--- src/hdl/rec_pkg.sv ---
package rec_pkg;

  localparam int          CLK_PERIOD_NS   = 8;
  localparam int          SLEW_STEP_NS    = 1786;
  localparam int          SLEW_STEP_CYC   = SLEW_STEP_NS / CLK_PERIOD_NS;
  localparam int          NUM_BUCK        = 3;

  localparam logic [7:0]  ADDR_STATUS     = 8'h02;
  localparam logic [7:0]  ADDR_OUT_EN     = 8'h10;
  localparam logic [7:0]  ADDR_SW_MODE    = 8'h12;
  localparam logic [7:0]  ADDR_START_WAIT = 8'h13;
  localparam logic [7:0]  ADDR_REF_CTRL   = 8'h20;
  localparam logic [7:0]  ADDR_BUCK_T1    = 8'h23;
  localparam logic [7:0]  ADDR_BUCK_T2    = 8'h24;
  localparam logic [7:0]  BUCK_STRIDE     = 8'h02;
  localparam logic [7:0]  ADDR_LIN_T2     = 8'h33;

  localparam int          BIT_FIXED       = 5;
  localparam int          BIT_SEL         = 6;
  localparam int          BIT_PIN_DETACH  = 7;
  localparam int          OPT_LSB         = 5;
  localparam int          BIT_SLEW_GO     = 3;
  localparam int          VARIANT_SECOND  = 2;

  localparam logic [7:0]  REG_RESET       = 8'h00;
  localparam logic [4:0]  BUCK_CODE_RESET = 5'h19;

  typedef enum logic [1:0] {
    REC_MODE_SKIP  = 2'h0,
    REC_MODE_BURST = 2'h1,
    REC_MODE_FCM   = 2'h2
  } rec_mode_t;

  typedef struct packed {
    logic       valid;
    logic [7:0] addr;
    logic [7:0] data;
  } rec_wr_t;

  typedef struct packed {
    logic cycle_start;
    logic peak_trip;
    logic zero_cross;
  } rec_sw_in_t;

  typedef struct packed {
    logic main_on;
    logic rect_on;
  } rec_sw_out_t;

endpackage : rec_pkg

--- src/hdl/rec_top.sv ---
`timescale 1ns/10ps
module rec_top #(
  parameter int         P_VARIANT   = 0,
  parameter logic [6:0] P_DEV_ADDR  = 7'h34,
  parameter int         P_NUM_BUCK  = rec_pkg::NUM_BUCK,
  parameter int         P_STEP_CYC  = rec_pkg::SLEW_STEP_CYC
) (
  input  wire logic                                i_clk,
  input  wire logic                                i_rst,
  input  wire logic                                i_scl,
  input  wire logic                                i_sda,
  output logic                                     o_sda_out,
  output logic                                     o_sda_oe_n,
  input  wire logic                                i_shared_linear_enable_pin,
  input  wire logic                                i_fixed_out_low,
  input  wire logic                                i_sel_out_low,
  input  wire rec_pkg::rec_sw_in_t [P_NUM_BUCK-1:0] i_buck_sw,
  output logic                                     o_fixed_linear_en,
  output logic                                     o_sel_linear_en,
  output logic [1:0]                               o_sel_linear_option,
  output logic [P_NUM_BUCK-1:0][4:0]               o_buck_ref_code,
  output rec_pkg::rec_mode_t [P_NUM_BUCK-1:0]      o_buck_mode,
  output rec_pkg::rec_sw_out_t [P_NUM_BUCK-1:0]    o_buck_sw
);

  logic [7:0]                     out_en_q;
  logic [7:0]                     start_wait_q;
  logic [7:0]                     lin_t2_q;
  logic [7:0]                     sw_mode_q;
  logic [7:0]                     ref_ctrl_q;
  logic [P_NUM_BUCK-1:0][4:0]     t1_q;
  logic [P_NUM_BUCK-1:0][4:0]     t2_q;
  logic [P_NUM_BUCK-1:0][4:0]     goal_q;
  logic [P_NUM_BUCK-1:0]          slew_dn;
  logic [P_NUM_BUCK-1:0]          slewing;
  logic [15:0]                    step_cnt_q;
  logic                           step_tick;
  logic [1:0]                     pin_sync_q;
  logic [1:0]                     fixed_low_q;
  logic [1:0]                     sel_low_q;
  logic [P_NUM_BUCK-1:0][2:0]     sw_sync1_q;
  logic [P_NUM_BUCK-1:0][2:0]     sw_sync2_q;
  logic                           pin;
  logic                           fixed_req;
  logic                           sel_req;
  logic                           fixed_wait;
  logic                           sel_wait;
  logic                           slew_go;
  logic [7:0]                     rd_addr;
  logic [7:0]                     rd_data;
  logic [7:0]                     status;
  rec_pkg::rec_wr_t               wr;

  //////////////////////////////////////////////////////////////////////////////
  rec_i2c_target #(
    .P_DEV_ADDR (P_DEV_ADDR)
  ) u_i2c (
    .i_clk      (i_clk),
    .i_rst      (i_rst),
    .i_scl      (i_scl),
    .i_sda      (i_sda),
    .i_rd_data  (rd_data),
    .o_rd_addr  (rd_addr),
    .o_wr       (wr),
    .o_sda_out  (o_sda_out),
    .o_sda_oe_n (o_sda_oe_n)
  );

  //////////////////////////////////////////////////////////////////////////////
  // Command registers take their new value in the cycle after the acknowledge.
  always_ff @(posedge i_clk) begin
    if (i_rst) begin
      out_en_q     <= rec_pkg::REG_RESET;
      start_wait_q <= rec_pkg::REG_RESET;
      lin_t2_q     <= rec_pkg::REG_RESET;
      sw_mode_q    <= rec_pkg::REG_RESET;
    end else if (wr.valid) begin
      if (wr.addr == rec_pkg::ADDR_OUT_EN) begin
        out_en_q <= wr.data;
      end else if (wr.addr == rec_pkg::ADDR_START_WAIT) begin
        start_wait_q <= wr.data;
      end else if (wr.addr == rec_pkg::ADDR_LIN_T2) begin
        lin_t2_q <= wr.data;
      end else if (wr.addr == rec_pkg::ADDR_SW_MODE) begin
        sw_mode_q <= wr.data;
      end
    end
  end

  //////////////////////////////////////////////////////////////////////////////
  // The go bit clears itself, so one write starts exactly one slew.
  always_ff @(posedge i_clk) begin
    if (i_rst) begin
      ref_ctrl_q <= rec_pkg::REG_RESET;
    end else if (wr.valid && wr.addr == rec_pkg::ADDR_REF_CTRL) begin
      ref_ctrl_q <= wr.data;
    end else begin
      ref_ctrl_q[rec_pkg::BIT_SLEW_GO] <= 1'b0;
    end
  end

  assign slew_go = ref_ctrl_q[rec_pkg::BIT_SLEW_GO];

  //////////////////////////////////////////////////////////////////////////////
  // Pin and comparator inputs come from outside the clock domain.
  always_ff @(posedge i_clk) begin
    if (i_rst) begin
      pin_sync_q  <= 2'h0;
      fixed_low_q <= 2'h0;
      sel_low_q   <= 2'h0;
    end else begin
      pin_sync_q  <= {pin_sync_q[0], i_shared_linear_enable_pin};
      fixed_low_q <= {fixed_low_q[0], i_fixed_out_low};
      sel_low_q   <= {sel_low_q[0], i_sel_out_low};
    end
  end

  assign pin       = pin_sync_q[1];
  assign fixed_req = pin | out_en_q[rec_pkg::BIT_FIXED];

  always_comb begin
    if (P_VARIANT != 0) begin
      sel_req = out_en_q[rec_pkg::BIT_SEL];
    end else if (lin_t2_q[rec_pkg::BIT_PIN_DETACH]) begin
      sel_req = out_en_q[rec_pkg::BIT_SEL];
    end else begin
      sel_req = pin | out_en_q[rec_pkg::BIT_SEL];
    end
  end

  // The second variant stores the wait choice with the opposite sense.
  always_comb begin
    if (P_VARIANT == rec_pkg::VARIANT_SECOND) begin
      fixed_wait = start_wait_q[rec_pkg::BIT_FIXED];
      sel_wait   = start_wait_q[rec_pkg::BIT_SEL];
    end else begin
      fixed_wait = ~start_wait_q[rec_pkg::BIT_FIXED];
      sel_wait   = ~start_wait_q[rec_pkg::BIT_SEL];
    end
  end

  //////////////////////////////////////////////////////////////////////////////
  // Once running, a regulator stays on even if its output later reads low.
  always_ff @(posedge i_clk) begin
    if (i_rst) begin
      o_fixed_linear_en <= 1'b0;
    end else if (!fixed_req) begin
      o_fixed_linear_en <= 1'b0;
    end else if (!fixed_wait || fixed_low_q[1]) begin
      o_fixed_linear_en <= 1'b1;
    end
  end

  always_ff @(posedge i_clk) begin
    if (i_rst) begin
      o_sel_linear_en <= 1'b0;
    end else if (!sel_req) begin
      o_sel_linear_en <= 1'b0;
    end else if (!sel_wait || sel_low_q[1]) begin
      o_sel_linear_en <= 1'b1;
    end
  end

  always_ff @(posedge i_clk) begin
    if (i_rst) begin
      o_sel_linear_option <= 2'h0;
    end else begin
      o_sel_linear_option <= lin_t2_q[rec_pkg::OPT_LSB +: 2];
    end
  end

  //////////////////////////////////////////////////////////////////////////////
  // One shared step timer paces every buck reference by one code per tick.
  always_ff @(posedge i_clk) begin
    if (i_rst || step_tick) begin
      step_cnt_q <= 16'h0000;
    end else begin
      step_cnt_q <= step_cnt_q + 16'h0001;
    end
  end

  assign step_tick = (step_cnt_q == 16'(P_STEP_CYC - 1));

  genvar gi;
  generate
    for (gi = 0; gi < P_NUM_BUCK; gi++) begin : g_buck
      localparam logic [7:0] A1 = 8'(rec_pkg::ADDR_BUCK_T1 + gi * rec_pkg::BUCK_STRIDE);
      localparam logic [7:0] A2 = 8'(rec_pkg::ADDR_BUCK_T2 + gi * rec_pkg::BUCK_STRIDE);
      rec_pkg::rec_mode_t prog_mode;
      rec_pkg::rec_mode_t eff_mode;
      logic cyc;
      logic trip;
      logic zero;

      always_ff @(posedge i_clk) begin
        if (i_rst) begin
          t1_q[gi] <= rec_pkg::BUCK_CODE_RESET;
          t2_q[gi] <= rec_pkg::BUCK_CODE_RESET;
        end else if (wr.valid && wr.addr == A1) begin
          t1_q[gi] <= wr.data[4:0];
        end else if (wr.valid && wr.addr == A2) begin
          t2_q[gi] <= wr.data[4:0];
        end
      end

      always_ff @(posedge i_clk) begin
        if (i_rst) begin
          goal_q[gi]          <= rec_pkg::BUCK_CODE_RESET;
          o_buck_ref_code[gi] <= rec_pkg::BUCK_CODE_RESET;
        end else begin
          if (slew_go) begin
            goal_q[gi] <= ref_ctrl_q[gi] ? t2_q[gi] : t1_q[gi];
          end
          if (step_tick && slew_dn[gi]) begin
            o_buck_ref_code[gi] <= o_buck_ref_code[gi] - 5'h01;
          end else if (step_tick && slewing[gi]) begin
            o_buck_ref_code[gi] <= o_buck_ref_code[gi] + 5'h01;
          end
        end
      end

      assign slew_dn[gi] = o_buck_ref_code[gi] > goal_q[gi];
      assign slewing[gi] = o_buck_ref_code[gi] != goal_q[gi];

      // The unused code 11 runs as pulse-skipping rather than something undefined.
      always_comb begin
        case (sw_mode_q[2*gi +: 2])
          rec_pkg::REC_MODE_BURST: prog_mode = rec_pkg::REC_MODE_BURST;
          rec_pkg::REC_MODE_FCM:   prog_mode = rec_pkg::REC_MODE_FCM;
          default:                 prog_mode = rec_pkg::REC_MODE_SKIP;
        endcase
      end
      assign eff_mode  = slew_dn[gi] ? rec_pkg::REC_MODE_FCM : prog_mode;

      always_ff @(posedge i_clk) begin
        if (i_rst) begin
          o_buck_mode[gi] <= rec_pkg::REC_MODE_SKIP;
        end else begin
          o_buck_mode[gi] <= eff_mode;
        end
      end

      always_ff @(posedge i_clk) begin
        if (i_rst) begin
          sw_sync1_q[gi] <= 3'h0;
          sw_sync2_q[gi] <= 3'h0;
        end else begin
          sw_sync1_q[gi] <= i_buck_sw[gi];
          sw_sync2_q[gi] <= sw_sync1_q[gi];
        end
      end

      assign cyc  = sw_sync2_q[gi][2];
      assign trip = sw_sync2_q[gi][1];
      assign zero = sw_sync2_q[gi][0];

      // The trip wins over a coincident cycle start while the main switch is on, so it never sticks on.
      always_ff @(posedge i_clk) begin
        if (i_rst) begin
          o_buck_sw[gi] <= '0;
        end else if (trip && o_buck_sw[gi].main_on) begin
          o_buck_sw[gi].main_on <= 1'b0;
          o_buck_sw[gi].rect_on <= 1'b1;
        end else if (cyc) begin
          o_buck_sw[gi].main_on <= 1'b1;
          o_buck_sw[gi].rect_on <= 1'b0;
        end else if (zero && eff_mode != rec_pkg::REC_MODE_FCM) begin
          o_buck_sw[gi].rect_on <= 1'b0;
        end
      end
    end
  endgenerate

  //////////////////////////////////////////////////////////////////////////////
  assign status = {2'h0, pin, slewing[2:0], o_sel_linear_en, o_fixed_linear_en};

  always_comb begin
    rd_data = 8'h00;
    if (rd_addr == rec_pkg::ADDR_STATUS) begin
      rd_data = status;
    end else if (rd_addr == rec_pkg::ADDR_OUT_EN) begin
      rd_data = out_en_q;
    end else if (rd_addr == rec_pkg::ADDR_START_WAIT) begin
      rd_data = start_wait_q;
    end else if (rd_addr == rec_pkg::ADDR_LIN_T2) begin
      rd_data = lin_t2_q;
    end else if (rd_addr == rec_pkg::ADDR_SW_MODE) begin
      rd_data = sw_mode_q;
    end else if (rd_addr == rec_pkg::ADDR_REF_CTRL) begin
      rd_data = ref_ctrl_q;
    end else begin
      for (int k = 0; k < P_NUM_BUCK; k++) begin
        if (rd_addr == 8'(rec_pkg::ADDR_BUCK_T1 + k * rec_pkg::BUCK_STRIDE)) begin
          rd_data = {3'h0, t1_q[k]};
        end else if (rd_addr == 8'(rec_pkg::ADDR_BUCK_T2 + k * rec_pkg::BUCK_STRIDE)) begin
          rd_data = {3'h0, t2_q[k]};
        end
      end
    end
  end

endmodule : rec_top

--- src/hdl/rec_i2c_target.sv ---
`timescale 1ns/10ps
module rec_i2c_target #(
  parameter logic [6:0] P_DEV_ADDR = 7'h34
) (
  input  wire logic           i_clk,
  input  wire logic           i_rst,
  input  wire logic           i_scl,
  input  wire logic           i_sda,
  input  wire logic [7:0]     i_rd_data,
  output logic [7:0]          o_rd_addr,
  output rec_pkg::rec_wr_t    o_wr,
  output logic                o_sda_out,
  output logic                o_sda_oe_n
);

  typedef enum logic [2:0] {ST_IDLE, ST_ADDR, ST_REG, ST_WDATA, ST_RDATA, ST_MACK} rec_i2c_st_t;

  rec_i2c_st_t state_q;
  rec_i2c_st_t next_q;
  logic [1:0]  scl_sync_q;
  logic [1:0]  sda_sync_q;
  logic        scl_p_q;
  logic        sda_p_q;
  logic [7:0]  sr_q;
  logic [7:0]  tx_q;
  logic [3:0]  cnt_q;
  logic        ack_q;
  logic        ld_q;
  logic [7:0]  ptr_q;
  logic        scl_s;
  logic        sda_s;
  logic        start_ev;
  logic        stop_ev;
  logic        scl_rise;
  logic        scl_fall;

  //////////////////////////////////////////////////////////////////////////////
  // Pins cross two flops before anything looks at them.
  always_ff @(posedge i_clk) begin
    if (i_rst) begin
      scl_sync_q <= 2'h3;
      sda_sync_q <= 2'h3;
      scl_p_q    <= 1'b1;
      sda_p_q    <= 1'b1;
    end else begin
      scl_sync_q <= {scl_sync_q[0], i_scl};
      sda_sync_q <= {sda_sync_q[0], i_sda};
      scl_p_q    <= scl_sync_q[1];
      sda_p_q    <= sda_sync_q[1];
    end
  end

  assign scl_s    = scl_sync_q[1];
  assign sda_s    = sda_sync_q[1];
  assign start_ev = scl_s & scl_p_q & sda_p_q & ~sda_s;
  assign stop_ev  = scl_s & scl_p_q & ~sda_p_q & sda_s;
  assign scl_rise = scl_s & ~scl_p_q;
  assign scl_fall = ~scl_s & scl_p_q;
  assign o_rd_addr = ptr_q;

  //////////////////////////////////////////////////////////////////////////////
  always_ff @(posedge i_clk) begin
    o_wr.valid <= 1'b0;
    if (i_rst) begin
      state_q    <= ST_IDLE;
      next_q     <= ST_IDLE;
      sr_q       <= 8'h00;
      tx_q       <= 8'h00;
      cnt_q      <= 4'h0;
      ack_q      <= 1'b0;
      ld_q       <= 1'b0;
      ptr_q      <= 8'h00;
      o_wr       <= '0;
      o_sda_out  <= 1'b0;
      o_sda_oe_n <= 1'b1;
    end else if (start_ev) begin
      state_q    <= ST_ADDR;
      cnt_q      <= 4'h0;
      ack_q      <= 1'b0;
      o_sda_oe_n <= 1'b1;
    end else if (stop_ev) begin
      state_q    <= ST_IDLE;
      o_sda_oe_n <= 1'b1;
    end else begin
      case (state_q)
        ST_ADDR, ST_REG, ST_WDATA: begin
          if (scl_rise && cnt_q < 4'h8) begin
            sr_q  <= {sr_q[6:0], sda_s};
            cnt_q <= cnt_q + 4'h1;
          end else if (scl_fall && cnt_q == 4'h8 && !ack_q) begin
            ack_q      <= 1'b1;
            o_sda_oe_n <= 1'b0;
            if (state_q == ST_ADDR) begin
              if (sr_q[7:1] != P_DEV_ADDR) begin
                state_q    <= ST_IDLE;
                o_sda_oe_n <= 1'b1;
              end
              next_q <= sr_q[0] ? ST_RDATA : ST_REG;
            end else if (state_q == ST_REG) begin
              ptr_q  <= sr_q;
              next_q <= ST_WDATA;
            end else begin
              // The byte is committed at its acknowledge, never earlier.
              o_wr.valid <= 1'b1;
              o_wr.addr  <= ptr_q;
              o_wr.data  <= sr_q;
              ptr_q      <= ptr_q + 8'h01;
              next_q     <= ST_WDATA;
            end
          end else if (scl_fall && cnt_q == 4'h8) begin
            ack_q   <= 1'b0;
            cnt_q   <= 4'h0;
            state_q <= next_q;
            if (next_q == ST_RDATA) begin
              o_sda_oe_n <= i_rd_data[7];
              tx_q       <= {i_rd_data[6:0], 1'b0};
              ptr_q      <= ptr_q + 8'h01;
            end else begin
              o_sda_oe_n <= 1'b1;
            end
          end
        end
        ST_RDATA: begin
          if (scl_rise) begin
            cnt_q <= cnt_q + 4'h1;
          end else if (scl_fall && cnt_q == 4'h8) begin
            o_sda_oe_n <= 1'b1;
            state_q    <= ST_MACK;
          end else if (scl_fall) begin
            o_sda_oe_n <= tx_q[7];
            tx_q       <= {tx_q[6:0], 1'b0};
          end
        end
        ST_MACK: begin
          if (scl_rise) begin
            ld_q <= ~sda_s;
            if (sda_s) begin
              state_q <= ST_IDLE;
            end
          end else if (scl_fall && ld_q) begin
            ld_q       <= 1'b0;
            cnt_q      <= 4'h0;
            state_q    <= ST_RDATA;
            o_sda_oe_n <= i_rd_data[7];
            tx_q       <= {i_rd_data[6:0], 1'b0};
            ptr_q      <= ptr_q + 8'h01;
          end
        end
        default: begin
          o_sda_oe_n <= 1'b1;
        end
      endcase
    end
  end

endmodule : rec_i2c_target

--- config.mk ---
export PLATFORM = sky130hd
export DESIGN_NAME = rec_top
export DESIGN_NICKNAME = d
export VERILOG_FILES = /design/src/hdl/rec_pkg.sv /design/src/hdl/rec_top.sv /design/src/hdl/rec_i2c_target.sv
export SDC_FILE = /design/constraint.sdc
export NUM_CORES = 1
export LEC_CHECK = 0
export ABC_CLOCK_PERIOD_IN_PS = 6000
export BUFFER_PORTS_ARGS = -buffer_cell sky130_fd_sc_hd__buf_2
export CAP_MARGIN = 20
export CORE_MARGIN = 2
export CORE_UTILIZATION = 32
export CTS_CLUSTER_SIZE = 20
export DETAILED_ROUTE_END_ITERATION = 6
export PLACE_DENSITY_LB_ADDON = 0.05
export SLEW_MARGIN = 20
export SYNTH_ARGS = -nofsm -noshare
export SYNTH_HDL_FRONTEND = slang
export SYNTH_HIERARCHICAL = 1
export SYNTH_SLANG_ARGS = --single-unit
--- constraint.sdc ---
create_clock -name i_clk -period 6 [get_ports i_clk]
set_clock_uncertainty 0.1 [all_clocks]
set_input_delay 0.3 -clock i_clk [delete_from_list [all_inputs] [get_ports i_clk]]
set_output_delay 0.3 -clock i_clk [all_outputs]
set_load 0.01 [all_outputs]
==> results of run 1 <==
flip-flops by register name (all words and copies together) (netlist names), 9 cells and up:
name	flops
goal_q	15
o_buck_ref_code	15
sw_sync1_q	9
t2_q	15
u_i2c/o_wr	17
t1_q	15
step_cnt_q	16
kinds of logic (layout without fill, tap and decap cells):
group           after synthesis  in the layout  synth area share, %
buf+inv                     109            158                4.465
mux                          94             94                9.136
compound gates              251            251                16.68
other cells                   1              1              0.03636
xor+xnor                     23             23                1.953
flops                       215            215                41.74
simple gates                447            447                21.89
fa+ha+maj                    32             32                4.101
metal layers:
metal | up-vias | track usage (%)
met5 | - | 0
met4 | 0 | 4.640
met3 | 39 | 2.060
met2 | 142 | 27.55
met1 | 4011 | 24.84
li1 | 4232 | -
Yosys cell counts, drive strengths merged (14+ instances only):
cell | count | share of area (%)
a211o | 15 | 1.3
a21o | 14 | 1.0
a21oi | 66 | 3.2
buf | 24 | 1.4
clkbuf | 43 | 1.6
dfxtp | 215 | 42
ha | 29 | 3.5
inv | 42 | 1.5
mux2i | 93 | 9.0
nand2 | 86 | 3.2
nand3 | 22 | 1.1
nor2 | 171 | 6.3
nor2b | 38 | 2.3
nor3 | 22 | 1.1
o211ai | 16 | 1.2
o21ai | 48 | 2.3
xnor2 | 16 | 1.4
placed cells by master, fill, tap and decap left out, types with 27 or more instances in the layout:
master	instances
dfxtp_1	215
nor2_1	169
mux2i_1	93
nand2_1	85
a21oi_1	66
buf_2	46
inv_1	42
o21ai_0	40
nor2b_1	38
ha_1	29
clkbuf_16	27
where the power goes:
part / internal [mW] / switching (mW)
registers: 1.44 / 0.00900
clock network: 1.03 / 0.626
logic: 0.0253 / 0.0407
total: 2.50 / 0.676
area by class of cell:
cell class	instances	area (sq um)
fill	3248	19780
multi-input combinational	848	5558
sequential	215	4304
clock buffer	36	739.5
tap	402	503.0
timing repair buffer	68	434.2
clock inverter	12	163.9
inverter	42	157.7
path summary, 6_finish.rpt:
check	slack, ns	to	from	depth (start not counted)
worst max-delay path	2.60	o_buck_ref_code[9]	step_cnt_q[9]	10
worst min-delay path	0.08	o_buck_ref_code[1]	i_rst	2
worst max register to register	2.60	o_buck_ref_code[9]	step_cnt_q[9]	10
worst min register to register	0.31	u_i2c/scl_sync_q[1]	u_i2c/scl_sync_q[0]	1
repair_timing:
action,in CTS,in global routing
hold buffers,14,0
endpoints found under the hold margin,14,0
gates resized for setup,0,0
worst max-delay path, stage by stage, from the launching register on:
cell and delay, ns:
dfxtp_1 0.36, or4_4 0.54, nor4_4 0.45, and2_1 0.45
nand2_1 0.16, fa_1 0.43, nand2b_1 0.18, a21o_1 0.17
nand4_1 0.11, o221ai_2 0.10, a311oi_2 0.26
per-stage QoR:
stage	setup slack, ns	instances	hold slack (ns)	total power, mW
CTS	2.532	1622	0.07620	3.228
floorplan	3.040	1172	0.2895	1.521
finish	2.597	1623	0.08135	3.173
global placement	2.677	1560	0.2918	1.541
global route	2.314	1623	0.1048	3.300
detailed placement	2.593	1560	0.2923	1.541
==> out/metrics.cfg, run 1 <==
[status]
status = finished, final reports clean

[yosys]
synth_cell_types = 88
yosys_most_used_dff = dfxtp_1
synth_edf_count = 0
yosysSeqAreaShare_pct = 41.74
ys_async_sr_fraction_pct = 0
ys_ff_latch = 215
syn_area_sq_um = 10310
yosysWarnings = 6
syn_area_per_cell_sq_um = 8.799
synthCells = 1172
syn_nets = 1220

[cts]
tritoncts = done
root_buffer = clkbuf_16
cts_made_buffers = 27
clk_pin_slew_ns = 0.06
clk_path_buf_depth = 3
cts_setup_buffers = 0
cts_sinks = 215
htree_levels = 1
clkLatencyLatePin_ns = 0.54

[placed_design]
dp_hpwl_mm = 19.74
gp_congestion = 0.8684
io_buffers = 47
placed_cell_area_sq_um = 10800

[drt]
drtAntennaViolNets = 0
wl_met3_microns = 932
drt_iter0_markers = 395
wl_mm = 29.04
drc_errors = 0
vias_per_cell = 5.190
met1_length_mm = 14.49
vias = 8424
top_layer = met4
wire_per_inst_microns = 17.89
first_pass_iters = 5
routed-wl-met2_mm = 12.96

[floorplanning]
floorplan.initialDensity_pct = 32.60
die_y_microns = 183.5
design.die.area_sq_um = 33680
core_area_sq_um = 31640
ios = 49
rows = 65
dieWidth_microns = 183.5

[sta]
min_period_ns = 3.403
setup_viol = 0
post-route-period-util_pct = 56.71
max_freq_mhz = 293.9
drv_slew = 0
rsz0062_at_grt = false
totalNegativeSetupSlack_ns = 0
final_hold_viol_count = 0
max_slew_margin_pct = 26.89
worstMarginPinSlew_ns = 1.097

[cells_and_area]
area_growth_pct = 15.01
diodes = 0
drive_gt1_share_pct = 10.65
fin_util_pct = 37.49
final_cell_area_sq_um = 11860
layout.nets = 1250

[setup_path]
cp_max_fo = 9
critPathCaptureType = flip-flop
critical_path_class = reg2reg
arrival_ns = 3.75
crit_path_start_kind = flip-flop
critPathRequiredTime_ns = 6.35

[global_route]
grt_pass1_wl_mm = 46.81
grt-ovfl-total = 0
grt_util_all_layers_pct = 17.35
grt_max_degree = 66
grt_pass1_vias = 8131
antenna_found_initial = 0

[min_path]
hold_class = in2reg

[power]
p_leak_nw = 4.653
power.density_nw_per_um2 = 267.5
ir_worst_vdd_v = 0.0001810

[run]
max_cap_viol_count = 0

(Power assumes the default switching activity.)
==> run 2: changes to the inputs <==
Settings changed: ABC_CLOCK_PERIOD_IN_PS 6000 to 3350.
Clock period 6 ns to 3.35 ns, I/O delays scaled along.
==> run 2 against run 1 <==
- sequential power up 79%
- via count up 1.1%
- non-clock buffer count up 30
- power up 78%
- largest cell class unchanged
- largest power group unchanged
==> out/metrics.cfg, run 2 (synthesis gave the netlist of run 1 again) <==
[setup_path]
crit_chain = or4_4, nor4_4, buf_4, and2_2, nand2_1, inv_1, ha_1, nand2b_1, a21oi_2, a2111oi_1, o21ai_0, nor4b_2
rr_worst_depth = 12
critPathCaptureType = flip-flop
crit-reg2reg-launch = step_cnt_q[9]
rrSetupSlack_ns = 0.24
path_buf_inv = 2
max_stage_delay_ns = 0.54
cp_top_family = simple AND/OR/NAND/NOR gates
crit_slowest_cell = or4_4
arrival_ns = 3.44
critical_path_class = reg2reg
cp_max_fo = 7
r2r_end = o_buck_ref_code[14]
critPathRequiredTime_ns = 3.68
crit_path_start_kind = flip-flop

[cells_and_area]
drive_gt1_share_pct = 12.33
multiInputGateArea_sq_um = 5569
layout.cells.non_filler = 1651
final_common_cell = dfxtp_1
final_cell_mix = dfxtp_1 (215), nor2_1 (169), mux2i_1 (93), nand2_1 (85), a21oi_1 (64)
area_growth_pct = 17.35
regArea_sq_um = 4304
regMostFlops = u_i2c/o_wr
fin_util_pct = 38.25
reg_top3 = u_i2c/o_wr: 17 flops, step_cnt_q: 16 flops
final_cell_area_sq_um = 12100
diodes = 0
layout.nets = 1279
fillers = 3287
largest_register_ffs = 17

[drt]
vias_per_cell = 5.161
drt_iter0_markers = 508
wire_per_inst_microns = 17.38
wl_mm = 28.69
vias = 8520
first_pass_iters = 5
drtAntennaViolNets = 0
drc_errors = 0

[power]
power.share.clock_pct = 52.0
p_leak_nw = 4.803
seqPwrFrac_pct = 45.9
ir_worst_vdd_v = 0.0003542
switching_power_mw = 1.182
p_sw_share_pct = 20.88
power_mw = 5.659
power.internal_mw = 4.477
p_comb_share_pct = 2.2
power.density_nw_per_um2 = 467.6

[global_route]
grt_max_degree = 57
grt_pass1_wl_mm = 46.20
grt_pass1_vias = 8117
grt_util_all_layers_pct = 17.15
antenna_found_initial = 0
grt-ovfl-total = 0

[sta]
totalNegativeSetupSlack_ns = 0
drv_slew = 0
max_slew_margin_pct = 49.21
final_hold_viol_count = 0
max_freq_mhz = 321.1
post-route-period-util_pct = 92.97
min_period_ns = 3.114
worstMarginPinSlew_ns = 0.7596
setup_viol = 0

[cts]
cts_made_buffers = 26
cts_sinks = 215
root_buffer = clkbuf_16
clk_path_buf_depth = 3
htree_levels = 1
clk_pin_slew_ns = 0.06
clkLatencyLatePin_ns = 0.54
tritoncts = done

[run]
max_cap_viol_count = 0

[floorplanning]
ios = 49
design.die.area_sq_um = 33680
die_y_microns = 183.5
floorplan.initialDensity_pct = 32.60
dieWidth_microns = 183.5
core_area_sq_um = 31640
rows = 65

[placed_design]
placed_cell_area_sq_um = 11000
place_inst = 1586
gp_congestion = 0.8377
dp_hpwl_mm = 19.91
io_buffers = 47

[status]
status = finished, final reports clean

[min_path]
hold_depth = 3
hold_end = u_i2c/sda_sync_q[0]
hp-start = i_sda
hold_class = in2reg

==> run 2: cell types whose count changed in the layout (fill, tap and decap cells not counted), sizes merged <==
cell / delta
clkinv: -5
inv: -1
buf: +26
dlygate4sd3: +4
clkbuf: +5
bufinv: -1
==> run 2: layout make-up <==
cell class / count / area share, %
clock buffers: 41 / 6.596
inverters: 42 / 1.303
flip-flops and latches: 215 / 35.57
well taps: 402 / 4.156
repair buffers: 98 / 5.531
multi-input cells: 848 / 46.02
clock inverters: 5 / 0.8271
==> run 2: tightest hold or removal path, delay by kind of cell <==
kind / cells / cell delay, ns
buffers and inverters: 2 / 0.61
AND/OR/NAND/NOR: 1 / 0.08
==> run 2: how the worst max path moves through the flow <==
stage | start | to | slack (ns) | depth (start not counted)
after global routing | step_cnt_q[9] | o_buck_ref_code[14] | -0.03 | 12
after detailed placement | step_cnt_q[12] | o_buck_ref_code[4] | 0.01 | 10
after floorplan | step_cnt_q[12] | o_buck_ref_code[4] | 0.39 | 10
after CTS | step_cnt_q[12] | o_buck_ref_code[4] | 0.01 | 10
after global placement | step_cnt_q[12] | o_buck_ref_code[4] | 0.10 | 10
final | step_cnt_q[9] | o_buck_ref_code[14] | 0.24 | 12
==> run 2: repair_timing <==
| action | 4_1_cts | 5_1_grt |
|---|---|---|
| endpoints found under the setup margin | 0 | 2 |
| gates resized for setup | 0 | 4 |
| endpoints found under the hold margin | 30 | 0 |
| hold buffers | 18 | 0 |
| buffers inserted | 0 | 1 |
==> run 2: power by group through the flow <==
stage | clock network, mW | registers [mW] | logic (mW)
after global placement | 0 | 2.65 | 0.110
after global routing | 3.16 | 2.60 | 0.139
final | 2.94 | 2.60 | 0.123
after CTS | 3.04 | 2.59 | 0.126
after floorplan | 0 | 2.65 | 0.0793
after detailed placement | 0 | 2.65 | 0.109
==> run 2: stage by stage <==
stage	hold slack (ns)	worst slack (ns)
floorplan	0.1713	0.3905
global placement	0.2507	0.1004
detailed placement	0.2528	0.01261
CTS	0.2282	0.01171
global route	0.2419	-0.03268
finish	0.2601	0.2356
==> run 2: metal layers <==
metal	track usage, %	vias to the layer above	part of all wire, %
li1	-	4282	-
met1	24.48	4039	49
met2	26.96	159	44
met3	2.536	40	4.3
met4	4.576	0	2.0
met5	0	-	0
